===== src/hw/lcc_defs.svh =====
// Named constants of the lane configuration registers.
// Assumes inclusion by bare name.
`ifndef LCC_DEFS_SVH
`define LCC_DEFS_SVH

// Register byte addresses
`define LCC_OFS_L1_DEEMPH    8'h18
`define LCC_OFS_L1_IDLE_THR  8'h19
`define LCC_OFS_L2_IDLE_RATE 8'h1c
`define LCC_OFS_L2_EQ        8'h1d
`define LCC_OFS_L2_SWING     8'h1e
`define LCC_OFS_L2_DEEMPH    8'h1f
`define LCC_OFS_L2_IDLE_THR  8'h20
`define LCC_OFS_L3_IDLE_RATE 8'h23

// Storage slot of each register
`define LCC_NUM_REGS         8
`define LCC_IX_L1_DEEMPH     3'h0
`define LCC_IX_L1_IDLE_THR   3'h1
`define LCC_IX_L2_IDLE_RATE  3'h2
`define LCC_IX_L2_EQ         3'h3
`define LCC_IX_L2_SWING      3'h4
`define LCC_IX_L2_DEEMPH     3'h5
`define LCC_IX_L2_IDLE_THR   3'h6
`define LCC_IX_L3_IDLE_RATE  3'h7

// Reset values
`define LCC_RST_DEEMPH       8'h01
`define LCC_RST_IDLE_THR     8'h00
`define LCC_RST_IDLE_RATE    8'h00
`define LCC_RST_EQ           8'h20
`define LCC_RST_SWING        8'h03

// Implemented bits; reserved bits read as zero
`define LCC_MSK_DEEMPH       8'hff
`define LCC_MSK_IDLE_THR     8'h0f
`define LCC_MSK_IDLE_RATE    8'h33
`define LCC_MSK_EQ           8'h3f
`define LCC_MSK_SWING        8'h3f

// Field positions
`define LCC_DE_STYLE_BIT     7
`define LCC_DE_LEVEL_RNG     6:0
`define LCC_THR_DEASSERT_RNG 3:2
`define LCC_THR_ASSERT_RNG   1:0
`define LCC_IR_IDLE_AUTO_BIT 5
`define LCC_IR_IDLE_SEL_BIT  4
`define LCC_IR_RATE_AUTO_BIT 1
`define LCC_IR_RATE_SEL_BIT  0
`define LCC_EQ_EN_BIT        5
`define LCC_EQ_GAIN_RNG      4:3
`define LCC_EQ_BOOST_RNG     2:0
`define LCC_SWING_RNG        5:0
`define LCC_EQ_RNG           5:0

// De-emphasis codes and their depth in tenths of a dB
`define LCC_DE_0DB           8'h01
`define LCC_DE_3P5DB         8'he8
`define LCC_DE_6DB           8'h88
`define LCC_DE_9DB           8'h90
`define LCC_DE_12DB          8'ha0
`define LCC_DE_RESERVED      8'hc0
`define LCC_DB_0             8'h00
`define LCC_DB_3P5           8'h23
`define LCC_DB_6             8'h3c
`define LCC_DB_9             8'h5a
`define LCC_DB_12            8'h78

// Idle threshold codes and levels in mV
`define LCC_THR_C0           2'h0
`define LCC_THR_C1           2'h1
`define LCC_THR_C2           2'h2
`define LCC_THR_C3           2'h3
`define LCC_DEASSERT_MV_C0   8'h6e
`define LCC_DEASSERT_MV_C1   8'h96
`define LCC_DEASSERT_MV_C2   8'haa
`define LCC_DEASSERT_MV_C3   8'hbe
`define LCC_ASSERT_MV_C0     8'h46
`define LCC_ASSERT_MV_C1     8'h6e
`define LCC_ASSERT_MV_C2     8'h82
`define LCC_ASSERT_MV_C3     8'h96

// Output swing codes and levels in mV
`define LCC_SW_600           6'h03
`define LCC_SW_800           6'h07
`define LCC_SW_1000          6'h0f
`define LCC_SW_1200          6'h1f
`define LCC_MV_600           11'h258
`define LCC_MV_800           11'h320
`define LCC_MV_1000          11'h3e8
`define LCC_MV_1200          11'h4b0

// Strap-equivalent equalizer settings, weakest first
`define LCC_EQ_BYPASS        6'h20
`define LCC_EQ_S1            6'h2a
`define LCC_EQ_S2            6'h30
`define LCC_EQ_S3            6'h32
`define LCC_EQ_S4            6'h35
`define LCC_EQ_S5            6'h37
`define LCC_EQ_S6            6'h3b
`define LCC_EQ_S7            6'h3d

`endif


===== src/hw/lcc_pkg.sv =====
// Types shared by the lane configuration modules.
// Assumes lcc_defs.svh is on the include path.
`include "lcc_defs.svh"

package lcc_pkg;

	// Register storage, one byte per slot
	typedef logic [`LCC_NUM_REGS-1:0][7:0] lcc_regs_t;

	// Decoded de-emphasis setting
	typedef struct packed {
		logic       style;
		logic [6:0] level;
		logic [7:0] db_x10;
		logic       known;
		logic       reserved;
	} lcc_deemph_t;

	// Decoded idle thresholds
	typedef struct packed {
		logic [7:0] deassert_mv;
		logic [7:0] assert_mv;
	} lcc_idle_thr_t;

	// Decoded idle and rate selection
	typedef struct packed {
		logic mute;
		logic sd_en;
		logic rate_5g;
		logic rate_auto;
	} lcc_idle_rate_t;

	// Decoded equalizer setting
	typedef struct packed {
		logic       enable;
		logic [1:0] gain;
		logic [2:0] boost;
		logic       known;
	} lcc_eq_t;

	// Decoded output swing
	typedef struct packed {
		logic [10:0] mv;
		logic        known;
	} lcc_swing_t;

	// Register bank state
	typedef struct packed {
		lcc_regs_t  regs;
		logic [7:0] rdata;
		logic       rvalid;
		logic       err;
	} lcc_bank_state_t;

	// Reset synchroniser state
	typedef struct packed {
		logic [1:0] sr;
	} lcc_sync_state_t;

	// Decoded lane settings driven out of the top
	typedef struct packed {
		lcc_deemph_t    l1_de;
		lcc_idle_thr_t  l1_thr;
		lcc_idle_rate_t l2_ir;
		lcc_eq_t        l2_eq;
		lcc_swing_t     l2_sw;
		lcc_deemph_t    l2_de;
		lcc_idle_thr_t  l2_thr;
		lcc_idle_rate_t l3_ir;
	} lcc_cfg_state_t;

endpackage


===== src/hw/lcc_reset_sync.sv =====
// Reset synchroniser: asserts at once, releases after two edges.
// Assumes resetn may be asynchronous to clk.
`timescale 1ns/1ps

module lcc_reset_sync
	import lcc_pkg::*;
(
	// Clock
	input  wire logic clk,
	input  wire logic ce,
	// Resets
	input  wire logic resetn,
	output logic      rst_n
);

	lcc_sync_state_t s;
	lcc_sync_state_t next_s;

	////////////////////////////////////////////////////////////////////////////
	// Shift a one in; only the second stage is read outside
	always_comb begin
		next_s    = s;
		next_s.sr = {s.sr[0], 1'b1};
	end

	// Frozen with the rest while ce is low, so release waits for ce too
	always_ff @(posedge clk or negedge resetn) begin
		if (!resetn) begin
			s <= '0;
		end else if (ce) begin
			s <= next_s;
		end
	end

	assign rst_n = s.sr[1];

endmodule // lcc_reset_sync


===== src/hw/lcc_reg_bank.sv =====
// Register storage with decode, write masking and registered read.
// Assumes one access per cycle.
`timescale 1ns/1ps
`include "lcc_defs.svh"

module lcc_reg_bank
	import lcc_pkg::*;
(
	// Clock and reset
	input  wire logic       clk,
	input  wire logic       ce,
	input  wire logic       rst_n,
	// Access port
	input  wire logic [7:0] addr,
	input  wire logic       wr,
	input  wire logic       rd,
	input  wire logic [7:0] wdata,
	output logic      [7:0] rdata,
	output logic            rvalid,
	output logic            err,
	// Stored values
	output lcc_regs_t       regs
);

	lcc_bank_state_t s;
	lcc_bank_state_t next_s;
	logic            hit;
	logic [2:0]      ix;

	////////////////////////////////////////////////////////////////////////////
	// Address to slot; hit low for anything unmapped
	function automatic logic [3:0] lcc_decode(input logic [7:0] a);
		unique case (a)
			`LCC_OFS_L1_DEEMPH:    lcc_decode = {1'b1, `LCC_IX_L1_DEEMPH};
			`LCC_OFS_L1_IDLE_THR:  lcc_decode = {1'b1, `LCC_IX_L1_IDLE_THR};
			`LCC_OFS_L2_IDLE_RATE: lcc_decode = {1'b1, `LCC_IX_L2_IDLE_RATE};
			`LCC_OFS_L2_EQ:        lcc_decode = {1'b1, `LCC_IX_L2_EQ};
			`LCC_OFS_L2_SWING:     lcc_decode = {1'b1, `LCC_IX_L2_SWING};
			`LCC_OFS_L2_DEEMPH:    lcc_decode = {1'b1, `LCC_IX_L2_DEEMPH};
			`LCC_OFS_L2_IDLE_THR:  lcc_decode = {1'b1, `LCC_IX_L2_IDLE_THR};
			`LCC_OFS_L3_IDLE_RATE: lcc_decode = {1'b1, `LCC_IX_L3_IDLE_RATE};
			default:               lcc_decode = 4'h0;
		endcase
	endfunction

	// Implemented bits of each slot
	function automatic logic [7:0] lcc_mask(input logic [2:0] i);
		unique case (i)
			`LCC_IX_L1_DEEMPH, `LCC_IX_L2_DEEMPH:        lcc_mask = `LCC_MSK_DEEMPH;
			`LCC_IX_L1_IDLE_THR, `LCC_IX_L2_IDLE_THR:    lcc_mask = `LCC_MSK_IDLE_THR;
			`LCC_IX_L2_IDLE_RATE, `LCC_IX_L3_IDLE_RATE:  lcc_mask = `LCC_MSK_IDLE_RATE;
			`LCC_IX_L2_EQ:                               lcc_mask = `LCC_MSK_EQ;
			`LCC_IX_L2_SWING:                            lcc_mask = `LCC_MSK_SWING;
		endcase
	endfunction

	////////////////////////////////////////////////////////////////////////////
	// Decode shared by reads and writes
	always_comb begin
		{hit, ix} = lcc_decode(addr);
	end

	// Writes hold until rewritten or reset; reads see the old value
	always_comb begin
		next_s        = s;
		next_s.rvalid = rd;
		next_s.err    = (rd || wr) && !hit;
		if (rd) begin
			next_s.rdata = hit ? s.regs[ix] : 8'h00;
		end
		if (wr && hit) begin
			next_s.regs[ix] = wdata & lcc_mask(ix);
		end
	end

	// Reset values of each slot
	always_ff @(posedge clk or negedge rst_n) begin
		if (!rst_n) begin
			s                            <= '0;
			s.regs                       <= {`LCC_RST_IDLE_RATE, `LCC_RST_IDLE_THR,
				`LCC_RST_DEEMPH, `LCC_RST_SWING, `LCC_RST_EQ, `LCC_RST_IDLE_RATE,
				`LCC_RST_IDLE_THR, `LCC_RST_DEEMPH};
		end else if (ce) begin
			s <= next_s;
		end
	end

	assign rdata  = s.rdata;
	assign rvalid = s.rvalid;
	assign err    = s.err;
	assign regs   = s.regs;

endmodule // lcc_reg_bank


===== src/hw/lcc_lane_config.sv =====
// Lane configuration registers and their decoded settings.
// Assumes all inputs but resetn are synchronous to clk.

`timescale 1ns/1ps
`include "lcc_defs.svh"

module lcc_lane_config
	import lcc_pkg::*;
(
	// Clock and reset
	input  wire logic        clk,
	input  wire logic        ce,
	input  wire logic        resetn,

	// Register access port
	input  wire logic  [7:0] reg_addr,
	input  wire logic        reg_wr,
	input  wire logic        reg_rd,
	input  wire logic  [7:0] reg_wdata,
	output logic       [7:0] reg_rdata,
	output logic             reg_rvalid,
	output logic             reg_err,

	// Lane detectors
	input  wire logic        lane2_idle_detect,
	input  wire logic        lane2_rate_detect_5g,
	input  wire logic        lane3_idle_detect,
	input  wire logic        lane3_rate_detect_5g,

	// Lane 1 output de-emphasis
	output logic             lane1_deemphasis_style,
	output logic       [6:0] lane1_deemphasis_level,
	output logic       [7:0] lane1_deemphasis_db_x10,
	output logic             lane1_deemphasis_known,
	output logic             lane1_deemphasis_reserved,

	// Lane 1 idle thresholds
	output logic       [7:0] lane1_idle_deassert_mv,
	output logic       [7:0] lane1_idle_assert_mv,

	// Lane 2 idle and rate
	output logic             lane2_output_mute,
	output logic             lane2_signal_detect_en,
	output logic             lane2_rate_5g,
	output logic             lane2_rate_auto,

	// Lane 2 input equalizer
	output logic             lane2_eq_enable,
	output logic       [1:0] lane2_gain_stage,
	output logic       [2:0] lane2_boost_level,
	output logic             lane2_eq_known,

	// Lane 2 output swing
	output logic      [10:0] lane2_output_swing_mv,
	output logic             lane2_output_swing_known,

	// Lane 2 output de-emphasis
	output logic             lane2_deemphasis_style,
	output logic       [6:0] lane2_deemphasis_level,
	output logic       [7:0] lane2_deemphasis_db_x10,
	output logic             lane2_deemphasis_known,
	output logic             lane2_deemphasis_reserved,

	// Lane 2 idle thresholds
	output logic       [7:0] lane2_idle_deassert_mv,
	output logic       [7:0] lane2_idle_assert_mv,

	// Lane 3 idle and rate
	output logic             lane3_output_mute,
	output logic             lane3_signal_detect_en,
	output logic             lane3_rate_5g,
	output logic             lane3_rate_auto
);

	lcc_cfg_state_t s;
	lcc_cfg_state_t next_s;
	lcc_regs_t      regs;
	logic           rst_n;

	////////////////////////////////////////////////////////////////////////////
	// De-emphasis byte to style, level and depth
	function automatic lcc_deemph_t lcc_dec_deemph(input logic [7:0] r);
		lcc_deemph_t d;

		d          = '0;
		d.style    = r[`LCC_DE_STYLE_BIT];
		d.level    = r[`LCC_DE_LEVEL_RNG];
		d.known    = 1'b1;
		// C0h is flagged, not acted on; software keeps away from it
		d.reserved = (r == `LCC_DE_RESERVED);

		unique case (r)
			`LCC_DE_0DB:   d.db_x10 = `LCC_DB_0;
			`LCC_DE_3P5DB: d.db_x10 = `LCC_DB_3P5;
			`LCC_DE_6DB:   d.db_x10 = `LCC_DB_6;
			`LCC_DE_9DB:   d.db_x10 = `LCC_DB_9;
			`LCC_DE_12DB:  d.db_x10 = `LCC_DB_12;
			default: begin
				d.db_x10 = `LCC_DB_0;
				d.known  = 1'b0;
			end
		endcase
		return d;
	endfunction

	// One threshold code to its de-assert and assert levels
	function automatic logic [15:0] lcc_thr_mv(input logic [1:0] c);
		unique case (c)
			`LCC_THR_C0: lcc_thr_mv = {`LCC_DEASSERT_MV_C0, `LCC_ASSERT_MV_C0};
			`LCC_THR_C1: lcc_thr_mv = {`LCC_DEASSERT_MV_C1, `LCC_ASSERT_MV_C1};
			`LCC_THR_C2: lcc_thr_mv = {`LCC_DEASSERT_MV_C2, `LCC_ASSERT_MV_C2};
			`LCC_THR_C3: lcc_thr_mv = {`LCC_DEASSERT_MV_C3, `LCC_ASSERT_MV_C3};
		endcase
	endfunction

	// Threshold byte: each half of the field picks its own code
	function automatic lcc_idle_thr_t lcc_dec_thr(input logic [7:0] r);
		lcc_idle_thr_t t;
		logic [15:0]   de;
		logic [15:0]   as;

		de            = lcc_thr_mv(r[`LCC_THR_DEASSERT_RNG]);
		as            = lcc_thr_mv(r[`LCC_THR_ASSERT_RNG]);
		t.deassert_mv = de[15:8];
		t.assert_mv   = as[7:0];

		return t;
	endfunction

	// Idle and rate byte, with the lane's own detectors for auto modes
	function automatic lcc_idle_rate_t lcc_dec_ir(input logic [7:0] r,
		input logic idle_det, input logic rate_det);
		lcc_idle_rate_t v;

		v = '0;
		if (r[`LCC_IR_IDLE_AUTO_BIT]) begin
			v.mute  = idle_det;
			v.sd_en = 1'b1;
		end else begin
			v.mute  = r[`LCC_IR_IDLE_SEL_BIT];
			v.sd_en = 1'b0;
		end

		v.rate_auto = r[`LCC_IR_RATE_AUTO_BIT];
		v.rate_5g   = v.rate_auto ? rate_det : r[`LCC_IR_RATE_SEL_BIT];

		return v;
	endfunction

	// Equalizer byte to enable, gain and boost
	function automatic lcc_eq_t lcc_dec_eq(input logic [7:0] r);
		lcc_eq_t e;

		e.enable = r[`LCC_EQ_EN_BIT];
		e.gain   = r[`LCC_EQ_GAIN_RNG];
		e.boost  = r[`LCC_EQ_BOOST_RNG];

		// Other codes still drive the fields; known only marks strap steps
		unique case (r[`LCC_EQ_RNG])
			`LCC_EQ_BYPASS, `LCC_EQ_S1, `LCC_EQ_S2, `LCC_EQ_S3,
			`LCC_EQ_S4, `LCC_EQ_S5, `LCC_EQ_S6, `LCC_EQ_S7: begin
				e.known = 1'b1;
			end
			default: begin
				e.known = 1'b0;
			end
		endcase
		return e;
	endfunction

	// Swing field to millivolts
	function automatic lcc_swing_t lcc_dec_swing(input logic [7:0] r);
		lcc_swing_t w;

		w.known = 1'b1;
		unique case (r[`LCC_SWING_RNG])
			`LCC_SW_600:  w.mv = `LCC_MV_600;
			`LCC_SW_800:  w.mv = `LCC_MV_800;
			`LCC_SW_1000: w.mv = `LCC_MV_1000;
			`LCC_SW_1200: w.mv = `LCC_MV_1200;
			default: begin
				w.mv    = `LCC_MV_600;
				w.known = 1'b0;
			end
		endcase
		return w;
	endfunction

	////////////////////////////////////////////////////////////////////////////
	// Reset release
	lcc_reset_sync u_reset_sync (
		.clk    (clk),
		.ce     (ce),
		.resetn (resetn),
		.rst_n  (rst_n)
	);

	// Register storage and access port
	lcc_reg_bank u_reg_bank (
		.clk    (clk),
		.ce     (ce),
		.rst_n  (rst_n),
		.addr   (reg_addr),
		.wr     (reg_wr),
		.rd     (reg_rd),
		.wdata  (reg_wdata),
		.rdata  (reg_rdata),
		.rvalid (reg_rvalid),
		.err    (reg_err),
		.regs   (regs)
	);

	////////////////////////////////////////////////////////////////////////////
	// Decode every register each cycle; outputs trail the store by one edge
	always_comb begin
		next_s        = s;
		next_s.l1_de  = lcc_dec_deemph(regs[`LCC_IX_L1_DEEMPH]);
		next_s.l1_thr = lcc_dec_thr(regs[`LCC_IX_L1_IDLE_THR]);

		next_s.l2_ir  = lcc_dec_ir(regs[`LCC_IX_L2_IDLE_RATE],
			lane2_idle_detect, lane2_rate_detect_5g);
		next_s.l2_eq  = lcc_dec_eq(regs[`LCC_IX_L2_EQ]);
		next_s.l2_sw  = lcc_dec_swing(regs[`LCC_IX_L2_SWING]);
		next_s.l2_de  = lcc_dec_deemph(regs[`LCC_IX_L2_DEEMPH]);
		next_s.l2_thr = lcc_dec_thr(regs[`LCC_IX_L2_IDLE_THR]);

		next_s.l3_ir  = lcc_dec_ir(regs[`LCC_IX_L3_IDLE_RATE],
			lane3_idle_detect, lane3_rate_detect_5g);
	end

	// Reset shows the decode of the register reset values
	always_ff @(posedge clk or negedge rst_n) begin
		if (!rst_n) begin
			s                 <= '0;
			s.l1_de           <= {`LCC_RST_DEEMPH, `LCC_DB_0, 1'b1, 1'b0};
			s.l1_thr          <= {`LCC_DEASSERT_MV_C0, `LCC_ASSERT_MV_C0};
			s.l2_eq           <= {`LCC_EQ_BYPASS, 1'b1};
			s.l2_sw           <= {`LCC_MV_600, 1'b1};
			s.l2_de           <= {`LCC_RST_DEEMPH, `LCC_DB_0, 1'b1, 1'b0};
			s.l2_thr          <= {`LCC_DEASSERT_MV_C0, `LCC_ASSERT_MV_C0};
		end else if (ce) begin
			s <= next_s;
		end
	end

	////////////////////////////////////////////////////////////////////////////
	// Outputs straight from the state register
	assign lane1_deemphasis_style    = s.l1_de.style;
	assign lane1_deemphasis_level    = s.l1_de.level;
	assign lane1_deemphasis_db_x10   = s.l1_de.db_x10;
	assign lane1_deemphasis_known    = s.l1_de.known;
	assign lane1_deemphasis_reserved = s.l1_de.reserved;

	assign lane1_idle_deassert_mv    = s.l1_thr.deassert_mv;
	assign lane1_idle_assert_mv      = s.l1_thr.assert_mv;

	assign lane2_output_mute         = s.l2_ir.mute;
	assign lane2_signal_detect_en    = s.l2_ir.sd_en;
	assign lane2_rate_5g             = s.l2_ir.rate_5g;
	assign lane2_rate_auto           = s.l2_ir.rate_auto;

	assign lane2_eq_enable           = s.l2_eq.enable;
	assign lane2_gain_stage          = s.l2_eq.gain;
	assign lane2_boost_level         = s.l2_eq.boost;
	assign lane2_eq_known            = s.l2_eq.known;

	assign lane2_output_swing_mv     = s.l2_sw.mv;
	assign lane2_output_swing_known  = s.l2_sw.known;

	assign lane2_deemphasis_style    = s.l2_de.style;
	assign lane2_deemphasis_level    = s.l2_de.level;
	assign lane2_deemphasis_db_x10   = s.l2_de.db_x10;
	assign lane2_deemphasis_known    = s.l2_de.known;
	assign lane2_deemphasis_reserved = s.l2_de.reserved;

	assign lane2_idle_deassert_mv    = s.l2_thr.deassert_mv;
	assign lane2_idle_assert_mv      = s.l2_thr.assert_mv;

	assign lane3_output_mute         = s.l3_ir.mute;
	assign lane3_signal_detect_en    = s.l3_ir.sd_en;
	assign lane3_rate_5g             = s.l3_ir.rate_5g;
	assign lane3_rate_auto           = s.l3_ir.rate_auto;

endmodule // lcc_lane_config


===== config.mk =====
export PLATFORM = sky130hd
export DESIGN_NAME = lcc_lane_config
export DESIGN_NICKNAME = d
export VERILOG_FILES = /design/src/hw/lcc_pkg.sv /design/src/hw/lcc_reset_sync.sv /design/src/hw/lcc_reg_bank.sv /design/src/hw/lcc_lane_config.sv
export VERILOG_INCLUDE_DIRS = /design/src /design/src/hw
export SDC_FILE = /design/constraint.sdc
export NUM_CORES = 1
export LEC_CHECK = 0
export ABC_AREA = 1
export CAP_MARGIN = 0
export CORE_MARGIN = 2
export CORE_UTILIZATION = 35
export CTS_BUF_LIST = sky130_fd_sc_hd__clkbuf_8
export DETAILED_ROUTE_END_ITERATION = 6
export DONT_BUFFER_PORTS = 1
export GPL_ROUTABILITY_DRIVEN = 0
export GPL_TIMING_DRIVEN = 0
export SYNTH_ARGS = -nofsm -noshare
export SYNTH_HDL_FRONTEND = slang
export SYNTH_HIERARCHICAL = 1
export SYNTH_SLANG_ARGS = --single-unit

===== constraint.sdc =====
create_clock -name clk -period 5.6 [get_ports clk]
set_clock_uncertainty 0.2 [all_clocks]
set_input_delay 1.12 -clock clk [delete_from_list [all_inputs] [get_ports clk]]
set_output_delay 1.12 -clock clk [all_outputs]
set_load 0.01 [all_outputs]

# Word-level counts from Yosys, hierarchy flattened
# Memories as Yosys holds them, arrays and structs flattened.
# Index checks and enable logic that the tools add are counted.
[word_totals]
wordCells = 126
out_inout_bits = 105
inputBits = 25
rom_bits = 48
memories = 1
ff_bits = 171
[op_classes]
n_reduce_logical = 15
n_eq_ne = 44
muxes = 23
n_bitwise = 1
magnitude_cmp = 2
[memory_table]
columns = ["memory", "depth", "width", "read_ports", "rd_clocked_by_memory_dff", "wr", "line", "source"]
rows = [
  ["(no name shown)", 8, 6, 1, 0, 0, "lcc_reg_bank.sv:48", "unique case (i)"],
]
[ops]
columns = ["cell", "count"]
rows = [
  ["16-bit one-hot mux with 4 select lines", 2],
  ["8-bit == test, second input constant", 10],
  ["64-bit bitwise mux", 1],
  ["8-bit one-hot mux with 4 select lines", 2],
  ["7-bit one-hot mux with 4 select lines", 2],
  ["6-bit == test, second input constant", 8],
  ["8-bit by 5-bit == test with 1-bit output, second input constant", 6],
  ["11-bit one-hot mux with 3 select lines", 1],
  ["8-bit two-way mux", 4],
  ["4-bit one-hot mux with 8 select lines", 1],
  ["8-bit binary-select mux with 3-bit select", 1],
  ["8-bit demux with 3-bit select", 1],
  ["2-bit == test, second input constant", 8],
  ["8-bit by 1-bit == test with 1-bit output, second input constant", 2],
  ["8-bit by 6-bit == test with 1-bit output, second input constant", 2],
  ["5-bit OR reduction", 2],
  ["8-bit AND", 1],
  ["2-bit by 1-bit == test with 1-bit output, second input constant", 4],
  ["2-bit logical NOT", 4],
  ["8-bit OR reduction", 1],
  ["6-bit by 2-bit == test with 1-bit output, second input constant", 1],
  ["6-bit by 3-bit == test with 1-bit output, second input constant", 1],
  ["6-bit by 4-bit == test with 1-bit output, second input constant", 1],
  ["6-bit by 5-bit == test with 1-bit output, second input constant", 1],
  ["9 further kinds", 18],
]

# Longest topological paths before layout
[logic_depth]
word_depth = 7
mapped_depth = 12
mapped_depth_nobuf = 12

# Hierarchy
# Netlist, hierarchy kept.
[by_module_without_submodules]
columns = ["module", "area_per_inst_um2", "cells_each", "seq_area_each_um2", "instances"]
rows = [
  ["lcc_reg_bank", 3626.0, 449, 1858.0, 1],
  ["lcc_lane_config", 3412.0, 393, 1901.8, 1],
  ["lcc_reset_sync", 71.3, 7, 50.0, 1],
]

# Worst setup path before layout
# OpenSTA, ideal clock, no wires.
[synth_path]
path_kind = "register to register"
start = "register u_reset_sync/s[1] (netlist name)"
end = "register u_reset_sync/s[1] in the netlist's numbering"
path_buffers = 0
arrival_time_ns = 3.753
path_stages_with_launch = 3
required_time_ns = 5.321
path_slack_ns = 1.568
setup_ns = 0.079
synth_period_minus_slack_ns = 4.032
cell_sequence = "dfrtp_1 > nand2_1 > nand2_1"
[synth_lines]
columns = ["element", "line", "source"]
rows = [
  ["to (signal assigned)", "lcc_reset_sync.sv:31", "s <= next_s;"],
  ["to (decl)", "lcc_reset_sync.sv:16", "lcc_sync_state_t s;"],
]

# Worst setup path in the final report
[layout_path]
start = "register s (netlist bit lane2_output_swing_mv[6])"
end = "output port lane2_output_swing_mv[6]"
[layout_lines]
columns = ["element", "line", "source"]
rows = [
  ["from (decl)", "lcc_lane_config.sv:75", "lcc_cfg_state_t s;"],
  ["from (signal assigned)", "lcc_lane_config.sv:242", "s <= next_s;"],
  ["to (decl)", "lcc_lane_config.sv:54", "output logic [10:0] lane2_output_swing_mv,"],
]
# No word-level cell between the ends.

==> flow_summary_export.csv <==
group,metric,value,unit
sta,tightest_slew,0.7659,ns
worst_setup_path,crit_cells,1,
worst_setup_path,reg2reg_depth,5,
outcome,status,"completed",
worst_setup_path,worstSetupEndpointType,"output pin",
logic_synthesis,synth-edff-count,0,
place,pre_cts_ws,2.695,ns
worst_setup_path,crit_required,4.28,ns
power,p_leak,3.942,nW
logic_synthesis,synth_compound_area_share,8.483,%
place,portBuffers,0,
global_routing,grt_first_pass_wirelength,30.82,mm
sta,hold_viol,0,
cts,cts_resized,0,
layout,final_util,39.76,%
cts,cts_buffers,17,
drt,viasPerCell,4.840,
logic_synthesis,avgSynthCellArea,8.374,um2
worst_setup_path,slowest_stage,"dfstp_2",
cts,clk_latency,0.46,ns
worst_setup_path,critPathLaunchType,"flop",
drt,drtIter0Drc,357,
layout,n_fill_cell,2025,
worst_setup_path,crit_chain,"buf_4",
worst_setup_path,worst-setup-path-type,"flop to output pin",
sta,setup_viol,0,
power,ir_worst_vdd,139.0,uV
global_routing,grt_pass1_vias,5388,
layout,layout_common_cells,"nand2_1 (279), dfrtp_1 (125), inv_1 (69), nand3_1 (69), nor2_1 (58)",
cts,root_buffer,"clkbuf_8",
layout,layout_commonest_cell,"nand2_1",
layout,num-nets-final,907,
power,combPwrFrac,7.2,%
logic_synthesis,synth_top_flop_cell,"dfrtp_1",
sta,layout_setup_ws,3.090,ns
global_routing,antenna_found_initial,0,
worst_setup_path,critical_path.max_fanout,3,
drt,wl_per_cell,16.73,um
sta,slew_headroom,48.66,%
cts,clock_sinks,151,
die,dieArea,21470,um2
sta,drv_slew,0,
worst_setup_path,cp_top_family,"flip-flops",
cts,cts_htree_levels,4,
place,placed_area,7552,um2
drt,detail-route-antenna-nets,0,
place,hpwl,14.53,mm
job,maxCapViolations,0,
worst_setup_path,crit_path_max_incr_delay,0.59,ns
drt,first_pass_iters,5,
cts,post-cts-setup-buffers,0,
cts,clockBufferDepth,2,
sta,fmax,0.3985,GHz
logic_synthesis,synth_top_family_by_area,"simple AND/OR/NAND/NOR gates",
logic_synthesis,synthArstFlopShare,100.0,%
die,boundaryPins,130,
worst_setup_path,arrival,1.19,ns
die,placementRows,52,
die,coreArea,20100,um2
logic_synthesis,yosys.area_share.xor_xnor,0,%
drt,drcViolationCount,0,
power,p_sw,0.5881,mW
cts,clkTransAtPathRegs,0.09,ns
layout,antenna-diode-count,0,
worst_setup_path,worst-path-buf-inv,1,
logic_synthesis,ys_ff_latch,151,
logic_synthesis,ys_seq_area_share,53.59,%
logic_synthesis,yosys.area_share.simple,27.67,%
worst_hold_path,hold_class,"flop to async pin",
layout,final_area,7993,um2
die,start_util,35.36,%
power,p_sw_share,26.18,%
cts,cts_hold_buffers,0,
layout,synthToLayoutAreaGrowth,12.43,%
logic_synthesis,synth.distinct_cells,39,
worst_setup_path,ff2ff_setup_slack,4.11,ns
sta,post-route-period-util,44.82,%
global_routing,gr-total-overflow,0,
drt,vias,5639,
sta,post-route-min-period,2.510,ns
cts,cts_tree,"built",
die,die_w,146.5,um
logic_synthesis,synthMuxAreaShare,0,%
power,total_power,2.246,mW
logic_synthesis,ys_warn_count,6,
power,clockPowerShare,40.8,%
logic_synthesis,synthCells,849,
sta,whs,0.06524,ns
layout,drive_above_1_share,17.43,%
logic_synthesis,synth_area,7109,um2
sta,rsz0062_at_grt,"no",
die,dieHeight,146.5,um
power,p_int,1.658,mW
power,powerDensity,281.0,nW/um2
global_routing,grt_start_max_net_pins,43,
global_routing,track_usage,18.76,%
drt,wl,19.49,mm
power,power_frac_seq,52.0,%
logic_synthesis,synth-adder-area-share,0,%
-- final timing paths --
| kind | from | to |
|---|---|---|
| max | lane2_output_swing_mv[6] | lane2_output_swing_mv[6] |
| min | u_reset_sync/s[1] | u_reg_bank/rdata[7] |
| max reg2reg | u_reg_bank/regs[33] | lane2_output_swing_mv[10] |
| min reg2reg | u_reset_sync/s[1] | u_reg_bank/rdata[7] |
| max in group asynchronous | u_reset_sync/s[1] | lane2_eq_enable |
| min in group clk | u_reg_bank/regs[62] | u_reg_bank/regs[62] |
-- power by group through the flow --
stage,combinational (mW),sequential [mW],clock [mW]
after floorplan,0.101,1.19,0
after global placement,0.130,1.21,0
after detailed placement,0.163,1.19,0
after CTS,0.164,1.17,0.941
after global routing,0.183,1.17,0.984
final,0.161,1.17,0.917
-- kinds of logic (layout without fill, tap and decap cells) --
family | after synthesis | after routing
AND/OR/NAND/NOR | 447 | 447
buffers and inverters | 135 | 170
flip-flops | 151 | 151
other | 2 | 13
AO/OA/AOI/OAI | 114 | 114
-- sequential cells by signal, indices dropped and copies added, names as in the netlist, 2 cells and up --
register	cells
lane1_deemphasis_db_x10	6
lane2_deemphasis_level	7
lane1_deemphasis_level	7
lane2_idle_deassert_mv	5
lane2_idle_assert_mv	5
u_reg_bank/regs	64
lane2_output_swing_mv	7
lane2_boost_level	3
lane2_deemphasis_db_x10	6
lane2_gain_stage	2
lane1_idle_deassert_mv	5
u_reset_sync/s	2
u_reg_bank/rdata	8
lane1_idle_assert_mv	5
-- per-layer routing --
layer / vias to the layer above / part of all wire, % / track usage, %
met4: 0 / 2.0 / 5.825
met5: - / 0 / 0
met3: 26 / 7.5 / 6.281
met2: 184 / 45 / 28.99
met1: 2695 / 46 / 25.05
li1: 2734 / - / -
-- cell usage after synthesis (8+ instances only) --
cell	n	share of area, %
a21oi_1	8	0.56
buf_2	15	1.1
buf_4	23	2.4
buf_6	14	2.2
dfrtp_1	126	44
dfstp_2	25	9.2
inv_1	69	3.6
inv_2	9	0.48
nand2_1	279	15
nand2_2	10	0.88
nand3_1	69	4.9
nor2_1	58	3.1
o21ai_0	36	2.5
o21ai_1	55	3.9
-- cell type report --
class | count | area [um2] | area share [%]
Sequential cell | 151 | 3814 | 47.71
Multi-Input combinational cell | 574 | 2619 | 32.76
Buffer | 53 | 409.1 | 5.119
Tap cell | 270 | 337.8 | 4.227
Inverter | 82 | 312.8 | 3.914
Clock buffer | 20 | 275.3 | 3.444
Clock inverter | 12 | 165.2 | 2.066
Timing Repair Buffer | 3 | 60.06 | 0.7514
-- stage by stage --
stage,cells,setup TNS [ns]
floorplan,860,0
global placement,1130,-120.46
detailed placement,1133,0
CTS,1165,0
global route,1165,0
finish,1165,0
(Power assumes the default switching activity.)
